<file path="src/rtl/bte_cfg.svh">
`ifndef BTE_CFG_SVH
`define BTE_CFG_SVH

// status flag positions
`define BTE_FLAG_C 3'd0
`define BTE_FLAG_Z 3'd1
`define BTE_FLAG_N 3'd2
`define BTE_FLAG_V 3'd3
`define BTE_FLAG_S 3'd4
`define BTE_FLAG_H 3'd5
`define BTE_FLAG_T 3'd6
`define BTE_FLAG_I 3'd7

// reset values
`define BTE_STATUS_FLAGS_REGISTER_RST 8'h00
`define BTE_BYTE_RST 8'h00

// execution lengths in clock cycles
`define BTE_CYC_ONE    2'd1
`define BTE_CYC_IO_BIT 2'd2
`define BTE_CYC_MEM    2'd2
`define BTE_CYC_SLEEP  2'd3

// pointer register pair; indirect access uses only the low one
`define BTE_ZLO_IDX 5'd30
`define BTE_ZHI_IDX 5'd31

`endif

</file>
<file path="src/rtl/bte_pkg.sv">
`default_nettype none
package bte_pkg;

  typedef enum logic [4:0] {
    op_nop,
    op_ld_indirect,
    op_st_indirect,
    op_mov,
    op_ldi,
    op_in,
    op_out,
    op_io_bit_set_op,
    op_io_bit_clear_op,
    op_logical_shift_up,
    op_logical_shift_down,
    op_rotate_up_through_carry,
    op_rotate_down_through_carry,
    op_arithmetic_shift_down,
    op_swap,
    op_generic_flag_set,
    op_generic_flag_clear,
    op_bit_to_transfer_flag,
    op_transfer_flag_to_bit,
    op_overflow_flag_force_one,
    op_overflow_flag_force_zero,
    op_signed_flag_force_one,
    op_signed_flag_force_zero,
    op_half_carry_force_one,
    op_half_carry_force_zero,
    op_sleep,
    op_watchdog_restart_op
  } bte_op_e;

  typedef struct packed {
    bte_op_e    op;      // instruction
    logic [4:0] rd;      // destination / source general register
    logic [4:0] rr;      // second source general register
    logic [5:0] io_addr; // i/o register address
    logic [2:0] bsel;    // bit or flag index
    logic [7:0] imm;     // immediate constant
  } bte_cmd_s;

  typedef enum logic {
    st_idle,
    st_busy
  } bte_state_e;

endpackage

`default_nettype wire

</file>
<file path="src/rtl/bte_exec.sv">
`timescale 1ns/1ps
`default_nettype none
`include "bte_cfg.svh"
module bte_exec
  import bte_pkg::*;
(
  input  wire logic     i_clk,            // core clock, 25 MHz
  input  wire logic     i_rst,            // async reset, active high
  input  wire logic     i_valid,          // instruction offered
  input  wire bte_cmd_s i_cmd,            // instruction and operands
  input  wire logic     i_wake,           // leave low-power state
  input  wire logic     i_sleep_mode,     // selected low-power state
  output logic          o_ready,          // can take an instruction
  output logic          o_done,           // instruction completed
  output logic [7:0]    o_status_flags_register,           // status flags register
  output logic [7:0]    o_result,         // last general register write
  output logic          o_io_wr,          // i/o register written
  output logic [5:0]    o_io_addr,        // address of that write
  output logic [7:0]    o_io_data,        // value of that write
  output logic          o_sleep,          // low-power state active
  output logic          o_sleep_mode,     // low-power state entered
  output logic          o_wdt_restart     // watchdog restart pulse
);

  bte_state_e state_reg;
  bte_cmd_s   cmd_reg;
  logic [1:0] cnt_reg;
  logic [7:0] status_flags_register_reg;
  logic [7:0] gpr_reg [32];
  logic [7:0] io_reg  [64];
  logic [7:0] mem_reg [64];
  logic       sleep_reg;
  bte_cmd_s   cur;
  logic       accept, fire, rf_we, io_we, mem_we, sleep_set, watchdog_restart_op;
  logic [1:0] len;
  logic [7:0] rdv, rrv, rf_data, io_data, status_flags_register_next;
  logic [5:0] zidx;

  // execution length of each instruction
  function automatic logic [1:0] op_cycles(input bte_op_e op);
    case (op)
      op_io_bit_set_op,
      op_io_bit_clear_op:  return `BTE_CYC_IO_BIT;
      op_ld_indirect,
      op_st_indirect:      return `BTE_CYC_MEM;
      op_sleep:            return `BTE_CYC_SLEEP;
      default:             return `BTE_CYC_ONE;
    endcase
  endfunction
  // z, c, n, v after a shift or rotate; s and h are left alone
  function automatic logic [7:0] shift_flags(input logic [7:0] sr,
                                             input logic [7:0] res,
                                             input logic       cout);
    logic [7:0] s;
    s = sr;
    s[`BTE_FLAG_C] = cout;
    s[`BTE_FLAG_Z] = (res == 8'h00);
    s[`BTE_FLAG_N] = res[7];
    s[`BTE_FLAG_V] = res[7] ^ cout;
    return s;
  endfunction
  // handshake; a sleeping core takes nothing until woken
  assign o_ready = (state_reg == st_idle) && !sleep_reg;
  assign accept  = i_valid && o_ready;
  assign cur     = (state_reg == st_idle) ? i_cmd : cmd_reg;
  assign len     = op_cycles(i_cmd.op);
  // effects land on the last cycle of an instruction
  assign fire    = (accept && len == `BTE_CYC_ONE) ||
                   (state_reg == st_busy && cnt_reg == 2'd1);
  assign rdv     = gpr_reg[cur.rd];
  assign rrv     = gpr_reg[cur.rr];
  assign zidx    = gpr_reg[`BTE_ZLO_IDX][5:0]; // small data space

  // operation decode and datapath
  always_comb
  begin
    rf_we     = 1'b0;
    rf_data   = rdv;
    io_we     = 1'b0;
    io_data   = io_reg[cur.io_addr];
    mem_we    = 1'b0;
    status_flags_register_next = status_flags_register_reg;
    sleep_set = 1'b0;
    watchdog_restart_op       = 1'b0;
    case (cur.op)
      op_ld_indirect:
      begin
        rf_we   = 1'b1;
        rf_data = mem_reg[zidx];
      end
      op_st_indirect:               mem_we = 1'b1;
      op_mov:
      begin
        rf_we   = 1'b1;
        rf_data = rrv;
      end
      op_ldi:
      begin
        rf_we   = 1'b1;
        rf_data = cur.imm;
      end
      op_in:
      begin
        rf_we   = 1'b1;
        rf_data = io_reg[cur.io_addr];
      end
      op_out:
      begin
        io_we   = 1'b1;
        io_data = rdv;
      end
      op_io_bit_set_op,
      op_io_bit_clear_op:
      begin
        io_we             = 1'b1;
        io_data[cur.bsel] = (cur.op == op_io_bit_set_op);
      end
      op_logical_shift_up:
      begin
        rf_we     = 1'b1;
        rf_data   = {rdv[6:0], 1'b0};
        status_flags_register_next = shift_flags(status_flags_register_reg, rf_data, rdv[7]);
      end
      op_logical_shift_down:
      begin
        rf_we     = 1'b1;
        rf_data   = {1'b0, rdv[7:1]};
        status_flags_register_next = shift_flags(status_flags_register_reg, rf_data, rdv[0]);
      end
      op_rotate_up_through_carry:
      begin
        rf_we     = 1'b1;
        rf_data   = {rdv[6:0], status_flags_register_reg[`BTE_FLAG_C]};
        status_flags_register_next = shift_flags(status_flags_register_reg, rf_data, rdv[7]);
      end
      op_rotate_down_through_carry:
      begin
        rf_we     = 1'b1;
        rf_data   = {status_flags_register_reg[`BTE_FLAG_C], rdv[7:1]};
        status_flags_register_next = shift_flags(status_flags_register_reg, rf_data, rdv[0]);
      end
      op_arithmetic_shift_down:
      begin
        rf_we     = 1'b1;
        rf_data   = {rdv[7], rdv[7:1]};
        status_flags_register_next = shift_flags(status_flags_register_reg, rf_data, rdv[0]);
      end
      op_swap:
      begin
        rf_we   = 1'b1;
        rf_data = {rdv[3:0], rdv[7:4]};
      end
      op_generic_flag_set:          status_flags_register_next[cur.bsel] = 1'b1;
      op_generic_flag_clear:        status_flags_register_next[cur.bsel] = 1'b0;
      op_bit_to_transfer_flag:
        status_flags_register_next[`BTE_FLAG_T] = rdv[cur.bsel];
      op_transfer_flag_to_bit:
      begin
        rf_we             = 1'b1;
        rf_data[cur.bsel] = status_flags_register_reg[`BTE_FLAG_T];
      end
      op_overflow_flag_force_one:   status_flags_register_next[`BTE_FLAG_V] = 1'b1;
      op_overflow_flag_force_zero:  status_flags_register_next[`BTE_FLAG_V] = 1'b0;
      op_signed_flag_force_one:     status_flags_register_next[`BTE_FLAG_S] = 1'b1;
      op_signed_flag_force_zero:    status_flags_register_next[`BTE_FLAG_S] = 1'b0;
      op_half_carry_force_one:      status_flags_register_next[`BTE_FLAG_H] = 1'b1;
      op_half_carry_force_zero:     status_flags_register_next[`BTE_FLAG_H] = 1'b0;
      op_sleep:                     sleep_set = 1'b1;
      op_watchdog_restart_op:       watchdog_restart_op = 1'b1;
      default:                      rf_we = 1'b0;
    endcase
  end

  // sequencing of multi-cycle instructions
  always_ff @(posedge i_clk or posedge i_rst)
  begin
    if (i_rst)
    begin
      state_reg <= st_idle;
      cnt_reg   <= 2'd0;
      cmd_reg   <= '0;
    end
    else
    begin
      case (state_reg)
        st_idle:
          if (accept && len != `BTE_CYC_ONE)
          begin
            state_reg <= st_busy;
            cnt_reg   <= len - 2'd1;
            cmd_reg   <= i_cmd;
          end
        st_busy:
        begin
          cnt_reg <= cnt_reg - 2'd1;
          if (cnt_reg == 2'd1)
            state_reg <= st_idle;
        end
        default: state_reg <= st_idle;
      endcase
    end
  end

  // status flags register
  always_ff @(posedge i_clk or posedge i_rst)
  begin
    if (i_rst)
      status_flags_register_reg <= `BTE_STATUS_FLAGS_REGISTER_RST;
    else if (fire)
      status_flags_register_reg <= status_flags_register_next;
  end

  // general registers; no reset, as in a plain register file
  always_ff @(posedge i_clk)
  begin
    if (fire && rf_we)
      gpr_reg[cur.rd] <= rf_data;
  end

  // i/o space is read-modify-write, so a bit op keeps its neighbours
  always_ff @(posedge i_clk or posedge i_rst)
  begin
    if (i_rst)
      for (int k = 0; k < 64; k++)
        io_reg[k] <= `BTE_BYTE_RST;
    else if (fire && io_we)
      io_reg[cur.io_addr] <= io_data;
  end

  // data memory behind the low register of the pointer pair
  always_ff @(posedge i_clk)
  begin
    if (fire && mem_we)
      mem_reg[zidx] <= rdv;
  end

  // observable results, registered
  always_ff @(posedge i_clk or posedge i_rst)
  begin
    if (i_rst)
    begin
      o_done        <= 1'b0;
      o_result      <= `BTE_BYTE_RST;
      o_io_wr       <= 1'b0;
      o_io_addr     <= 6'h00;
      o_io_data     <= `BTE_BYTE_RST;
      o_wdt_restart <= 1'b0;
    end
    else
    begin
      o_done        <= fire;
      o_io_wr       <= fire && io_we;
      o_wdt_restart <= fire && watchdog_restart_op;
      if (fire && rf_we)
        o_result <= rf_data;
      if (fire && io_we)
      begin
        o_io_addr <= cur.io_addr;
        o_io_data <= io_data;
      end
    end
  end

  // low-power state; wake wins only once the sleep has completed
  always_ff @(posedge i_clk or posedge i_rst)
  begin
    if (i_rst)
    begin
      sleep_reg    <= 1'b0;
      o_sleep_mode <= 1'b0;
    end
    else if (fire && sleep_set)
    begin
      sleep_reg    <= 1'b1;
      o_sleep_mode <= cur.imm[0] | i_sleep_mode;
    end
    else if (i_wake)
      sleep_reg <= 1'b0;
  end

  // flopped state straight out to the pins
  assign o_sleep = sleep_reg;
  assign o_status_flags_register  = status_flags_register_reg;
endmodule
`default_nettype wire

</file>
<file path="config.mk">
export PLATFORM = sky130hd
export DESIGN_NAME = bte_exec
export DESIGN_NICKNAME = d
export VERILOG_FILES = /design/src/rtl/bte_pkg.sv /design/src/rtl/bte_exec.sv
export VERILOG_INCLUDE_DIRS = /design/src /design/src/rtl
export SDC_FILE = /design/constraint.sdc
export NUM_CORES = 2
export LEC_CHECK = 0
export BUFFER_PORTS_ARGS = -buffer_cell sky130_fd_sc_hd__buf_2
export CORE_MARGIN = 4
export CORE_UTILIZATION = 35
export CTS_CLUSTER_DIAMETER = 30
export CTS_CLUSTER_SIZE = 28
export DETAILED_ROUTE_END_ITERATION = 7
export PLACE_DENSITY_LB_ADDON = 0.1
export SLEW_MARGIN = 20
export SYNTH_ARGS = -nofsm -noshare
export SYNTH_HDL_FRONTEND = slang
export SYNTH_SLANG_ARGS = --single-unit
</file>
<file path="constraint.sdc">
create_clock -name i_clk -period 28.4 [get_ports i_clk]
set_input_delay 5.68 -clock i_clk [delete_from_list [all_inputs] [get_ports i_clk]]
set_output_delay 5.68 -clock i_clk [all_outputs]
set_load 0.05 [all_outputs]
</file>
# Word level (Yosys, flattened, before mapping)
# Memory sizes are Yosys's and may differ from the RTL's.
# Index checks and enable logic that the tools add are counted.
# W data, S select, Z words.
[totals] mem_bits_rw=768 latchBits=0 register_bits=582 mem_count=2 output_inout_bits=36 romBits=0 in_bits=37 elab_cells=214
[op_classes] n_reduce_logical=38 n_mul=0 shifts=0 eq_ne=35 div=0 order_cmp=4 bitwise_logic=9 n_addsub=2 muxes=38
[memory_table] name="mem_reg" depth=64 width=8 read_ports=1 rd_ports_with_merged_regs=0 write_ports=1 line="bte_exec.sv:31" rtl="logic [7:0] mem_reg [64];"
[memory_table] name="gpr_reg" depth=32 width=8 read_ports=3 rd_ports_with_merged_regs=0 write_ports=1 line="bte_exec.sv:29" rtl="logic [7:0] gpr_reg [32];"
[op_table] op="$bwmux W512" count=1
[op_table] op="$pmux W8 S11" count=1
[op_table] op="$eq A5 B5 Y1 const B" count=12
[op_table] op="$bmux W8 S6" count=1
[op_table] op="$demux W8 S6" count=1
[op_table] op="$eq A5 B4 Y1 const B" count=9
[op_table] op="$mux W32" count=1
[op_table] op="$eq A5 B3 Y1 const B" count=5
[op_table] op="$logic_not A8 Y1" count=3
[op_table] op="$mux W8" count=3
[op_table] op="$pmux W3 S7" count=1
[op_table] op="$bwmux W8" count=2
[op_table] op="$pmux W8 S2" count=1
[op_table] op="$eq A5 B2 Y1 const B" count=3
[op_table] op="$mux W1" count=15
[op_table] op="$logic_not A7 Y1" count=2
[op_table] op="$reduce_and A2 Y1" count=7
[op_table] op="$logic_and A1 B1 Y1" count=12
[op_table] op="$reduce_or A11 Y1" count=1
[op_table] op="$eq A5 B1 Y1 const B" count=2
[op_table] op="$and A8 B8 Y8" count=1
[op_table] op="$not A8 Y8" count=1
[op_table] op="$or A8 B8 Y8" count=1
[op_table] op="$pmux W1 S4" count=2
[op_table] op="other kinds (28)" count=38

# Depth between registers and ports, before layout
[logic_depth] ltp_word=9 depth_mapped=18 depth_no_buf=11

# Least setup slack after synthesis
# Ideal clock, no wire load.
[synth_path] kind="input to register" from="input i_cmd[22] (netlist name)" to="memory gpr_reg[0][0], data pin" required_time_ns=27.935 path_buffers=3 path_slack_ns=17.099 arrival_ns=10.836 setup_ns=0.465 stages=11 cell_sequence="mux2_4 > buf_6 > buf_6 > buf_6 > mux2i_1 > a32oi_1 > nand2_1 > nor4b_2 > a311oi_1 > o2111ai_1 > a21boi_0"
[synth_via] elab_chain_cells=4
[synth_lines] element="start: declaration" line="bte_exec.sv:10" rtl="input wire bte_cmd_s i_cmd,"
[synth_lines] element="$mux W32 *" line="bte_exec.sv:65" rtl="assign cur = (state_reg == st_idle) ? i_cmd : cmd_reg;"
[synth_lines] element="$mem_v2 Z32 W8 *"
[synth_lines] element="net rdv[0]" line="bte_exec.sv:36" rtl="logic [7:0] rdv, rrv, rf_data, io_data, status_flags_register_next;"
[synth_lines] element="$bwmux W8" line="bte_exec.sv:160" rtl="rf_data[cur.bsel] = status_flags_register_reg[`BTE_FLAG_T];"
[synth_lines] element="$pmux W8 S11 *" line="bte_exec.sv:85" rtl="case (cur.op)"
[synth_lines] element="net rf_data[0]" line="bte_exec.sv:36"
[synth_lines] element="end: declaration" line="bte_exec.sv:29"
# Mark *: on every way through the listed nets, which the timed path passes. The rest lies on a longest branch.

# Worst setup path in the final report
[layout_path] from="input i_cmd[13] (netlist name)" to="register io_reg[460] (netlist name)"
[layout_via] elab_chain_cells=8 elab_cells_between_ends=13 classes_between="2 x order compare; 9 x mux; 1 x bitwise; 1 x reduce/logical"
[layout_lines] element="$mux W32 *" line="bte_exec.sv:65"
[layout_lines] element="$not A6 Y7 (implied by the code) *" line="bte_exec.sv:80, bte_exec.sv:227"
[layout_lines] element="$bmux W8 S6" line="bte_exec.sv:80" rtl="io_data = io_reg[cur.io_addr];"
[layout_lines] element="$mux W8 (implied by the code) (2 in a row)" line="bte_exec.sv:80"
[layout_lines] element="$bwmux W8" line="bte_exec.sv:116" rtl="io_data[cur.bsel] = (cur.op == op_io_bit_set_op);"
[layout_lines] element="$pmux W8 S2" line="bte_exec.sv:85"
[layout_lines] element="$bwmux W512 *" line="bte_exec.sv:227" rtl="io_reg[cur.io_addr] <= io_data;"
[layout_lines] element="end signal: indexed assignment" line="bte_exec.sv:225" rtl="io_reg[k] <= `BTE_BYTE_RST;"
[layout_lines] element="end signal: indexed assignment" line="bte_exec.sv:227"
[layout_lines] element="end: declaration" line="bte_exec.sv:30" rtl="logic [7:0] io_reg [64];"
# Every way passes the cells marked *; elsewhere a longest branch is shown, timed or not. The select of a mux whose other input is x is not followed.
# A chain may end at the register's enable or synchronous reset.

==> impl_summary.log <==
[metrics] max incr delay on CP: 890 ps
[metrics] category of the critical setup timing path: in2reg
[metrics] Tmin final: 10080 ps
[metrics] distinct cell type count after synthesis: 92
[metrics] hold bufs inserted after CTS: 0
[metrics] total negative slack for setup checks: 0 ps
[metrics] number of global-route vias before repair: 50900
[metrics] total routed wirelength: 263000 µm
[metrics] MaxCap Viol Count: 0
[metrics] number of design rule violations left after detail routing: 0
[metrics] cts repair resizes: 0
[metrics] clock input transition at the sequential cells of the worst setup and hold paths: 40 ps
[metrics] outcome: completed
[metrics] worst reg2reg startpoint: state_reg
[metrics] Initial Util: 35.3%
[metrics] commonest cells after routing, fill and taps aside: sky130_fd_sc_hd__edfxtp_1 (768), sky130_fd_sc_hd__nor2_1 (596), sky130_fd_sc_hd__dfrtp_1 (581), sky130_fd_sc_hd__nand2_1 (406), sky130_fd_sc_hd__clkbuf_16 (376)
[metrics] cell depth of the worst min-delay path: 2
[metrics] nets in the synthesized netlist: 5586
[metrics] startpoint types: input pin
[metrics] unrepaired setup endpoints after global routing: no
[metrics] number of DRC violations after detailed-routing iteration 0: 5542
[metrics] global routing usage summed across all routing layers: 26.8%
[metrics] die area: 190000 µm²
[metrics] pin count of the biggest net entering global routing: 129
[metrics] actual transition at the worst max-transition pin: 1200 ps
[metrics] count of port buffers added during placement: 72
[metrics] non-filler instance count after layout: 8352
[metrics] antenna violations before repair: 6
[metrics] wire length of the first global-routing pass: 377000 µm
[metrics] number of cells traversed by the worst register-to-register path: 12
[metrics] leading cell type in the layout, fill and taps excluded: sky130_fd_sc_hd__edfxtp_1
[metrics] CP endpoint kind: flip-flop
[metrics] internal power component: 5720 µW
[metrics] final setup violating endpoints: 0
[metrics] Mapped Cells: 5547
[metrics] portion of total power attributed to the clock network: 49.9%
[metrics] final worst-path setup slack: 18320 ps
[metrics] Hold Path Class: reg2reg
[metrics] part of the total power dissipated in combinational logic: 19.7%
[metrics] dominant register cell in the synthesized netlist: sky130_fd_sc_hd__edfxtp_1
[metrics] CTS tree: done
[metrics] setup skew after layout: 63.7 ps
[metrics] cell with the largest stage delay on the worst path: sky130_fd_sc_hd__a2111oi_0
[metrics] register share of total power: 30.3%
[metrics] Core Box Area: 182000 µm²
[metrics] maximum fanout count along the critical path: 65
[metrics] kind of cell with the highest combined delay on the critical path: buffers and inverters
[metrics] gpl congestion: 0.889
[metrics] Mapped Avg Cell Area: 11.6 µm²
[metrics] highest routing layer actually used: met4
[metrics] Buf+Inv Stages, Crit Path: 4
[metrics] number of hold violations in the final report: 0
[metrics] nets: 5739
[metrics] Hold Worst Slack: 470 ps
[metrics] Via Count: 51900
[metrics] post-place setup slack: 17650 ps
[metrics] number of gates on the worst path with buffers counted: 12
[metrics] pwr/cell area: 104 nW/µm²
[metrics] layout cell share with drive strength beyond 1: 20.2%
[metrics] capture point of the worst reg-to-reg path: io_reg[219]
[metrics] buffer levels on the longest clock path: 4
[metrics] count of clock tree sinks: 1350
[metrics] cells along the critical path: buf_2, mux2i_4, buf_4, buf_4, nor2_1, a222oi_1, a211oi_1, a2111oi_0, nand4_1, o21ai_4, buf_4, a31oi_1
[metrics] I/O pin count: 73
[metrics] router iterations before antenna repair: 6
[metrics] required time of the worst setup path: 29100 ps
[metrics] H-tree depth reported by CTS: 5
[metrics] warnings from Yosys: 0
[metrics] HPWL Detailed: 161000 µm
[metrics] average wire length per cell after detail routing: 31.5 µm
[metrics] EDFF count, synth: 768
[metrics] die extent in x: 436 µm
[metrics] Met1 Routed Length: 108000 µm
[metrics] number of buffers created by CTS: 367
[metrics] startpoint of the most critical hold path: io_reg[176]
[metrics] standard-cell row count: 156
[metrics] static leakage: 0.0294 µW
[metrics] total net switching power: 2600 µW
[metrics] end point of the worst hold path: io_reg[176]
[metrics] share of synthesized area occupied by flip-flops and latches: 58.6%
[metrics] post-CTS setup buffer count: 0
[metrics] number of placed cells counting well taps: 7701
[metrics] ANT nets after route: 0
[metrics] routed wl met3: 19500 µm
[metrics] wire length on met2: 123000 µm
[metrics] worst slew margin relative to its limit: 19.2%
[metrics] insertion delay of the later-clocked pin in the worst-skew pair: 940 ps
[metrics] total global routing overflow: 0
[metrics] Arrival @ worst endpoint: 10780 ps
[metrics] maximum clock frequency: 99.2 MHz
[metrics] reg-to-reg slack, setup: 22220 ps
[metrics] relative area change from synthesis to final layout: 24.3%
[metrics] via density per instance: 6.21
[metrics] final max-slew violation count: 0
[metrics] area of the mapped netlist: 64200 µm²
[metrics] post-route clock period utilization: 35.5%
[metrics] height of the die: 436 µm
[metrics] net switching share of the total power: 31.2%
[metrics] library cell appearing most often on the critical path: sky130_fd_sc_hd__buf_4
[metrics] #FFs+latches synth: 1350
[metrics] CTS root buf: sky130_fd_sc_hd__clkbuf_16
[metrics] maximum vdd ir drop: 0.0631 mV
[metrics] proportion of synthesized flip-flops having asynchronous set or reset: 43.1%
## power by group through the flow
stage          Sequential, µW  Clock [µW]  Combinational (µW)
6_report                 2520        4160                1640
2_1_floorplan            2560           0                 895
5_1_grt                  2540        4320                1720
4_1_cts                  2520        4210                1620
3_3_place_gp             2550           0                1610
3_5_place_dp             2550           0                1620
## layer usage
metal / vias to the layer above / global-route usage [%]
met3: 642 / 5.15
met2: 2581 / 42.7
met1: 26400 / 35.6
met4: 0 / 11.7
met5: - / 0
li1: 22200 / -
## synth_stat cells (33+ instances only)
library cell,number,share of area (%)
sky130_fd_sc_hd__buf_2,116,0.90
sky130_fd_sc_hd__mux4_2,94,3.3
sky130_fd_sc_hd__nand3_1,151,1.2
sky130_fd_sc_hd__nor3_1,303,2.4
sky130_fd_sc_hd__edfxtp_1,768,36
sky130_fd_sc_hd__a2111oi_0,139,1.9
sky130_fd_sc_hd__nor4_1,75,0.73
sky130_fd_sc_hd__a22oi_1,84,0.98
sky130_fd_sc_hd__o21ai_0,233,1.8
sky130_fd_sc_hd__nor2_1,615,3.6
sky130_fd_sc_hd__clkbuf_1,291,1.7
sky130_fd_sc_hd__o22ai_1,103,1.0
sky130_fd_sc_hd__dfrtp_1,582,23
sky130_fd_sc_hd__mux2_2,141,2.5
sky130_fd_sc_hd__a211oi_1,91,1.1
sky130_fd_sc_hd__a21oi_1,108,0.84
sky130_fd_sc_hd__a221oi_1,79,1.1
sky130_fd_sc_hd__o31ai_1,73,0.85
sky130_fd_sc_hd__nand2_1,409,2.4
sky130_fd_sc_hd__mux2i_1,152,2.4
sky130_fd_sc_hd__buf_1,33,0.19
sky130_fd_sc_hd__o221ai_1,50,0.68
sky130_fd_sc_hd__inv_1,33,0.19
sky130_fd_sc_hd__a31oi_1,303,3.0
sky130_fd_sc_hd__a221o_1,35,0.55
## worst reg2reg max path: cells and delay by family, from the launching register on
kind,cells,cell delay (ps)
AOI/OAI and AO/OA,5,1950
buffers and inverters,5,2820
DFF,1,710
and+or+nand+nor,2,540
## area by class of cell
cell class / instances / area (µm²)
fillers: 16900 / 102000
flip-flops and latches: 1350 / 37600
multi-input cells: 3671 / 24600
clock buffers: 465 / 10100
well taps: 2370 / 2970
clock inverters: 183 / 2290
repair buffers: 273 / 1930
inverters: 37 / 149
diodes: 3 / 7.51
## worst max path at each step
stage | from | end
2_1_floorplan | i_rst | asynchronous set/reset pin
6_report | i_cmd[13] | io_reg[460]
3_3_place_gp | i_cmd[12] | o_io_data[7]
4_1_cts | i_cmd[13] | io_reg[460]
3_5_place_dp | i_cmd[13] | io_reg[455]
5_1_grt | i_cmd[13] | io_reg[460]
## cells by family (layout without fill, tap and decap cells)
logic type | after synthesis | after routing | synth area share [%]
mux | 395 | 395 | 8.32
buf+inv | 526 | 958 | 3.70
fa+ha+maj | 2 | 2 | 0.0390
xor+xnor | 3 | 3 | 0.0410
simple gates | 1752 | 1752 | 12.5
flops | 1350 | 1350 | 58.6
other cells | 0 | 3 | 0
compound gates | 1519 | 1519 | 16.7
## per-stage QoR
stage / power [µW] / utilization (%) / area [µm²]
6_report: 8330 / 43.9 / 79800
5_1_grt: 8570 / 43.9 / 79700
4_1_cts: 8350 / 43.9 / 79700
3_5_place_dp: 4170 / 37.1 / 67300
3_3_place_gp: 4160 / 37.1 / 67300
2_1_floorplan: 3460 / - / 64200
No activity file was read; power rests on OpenSTA's default activity.
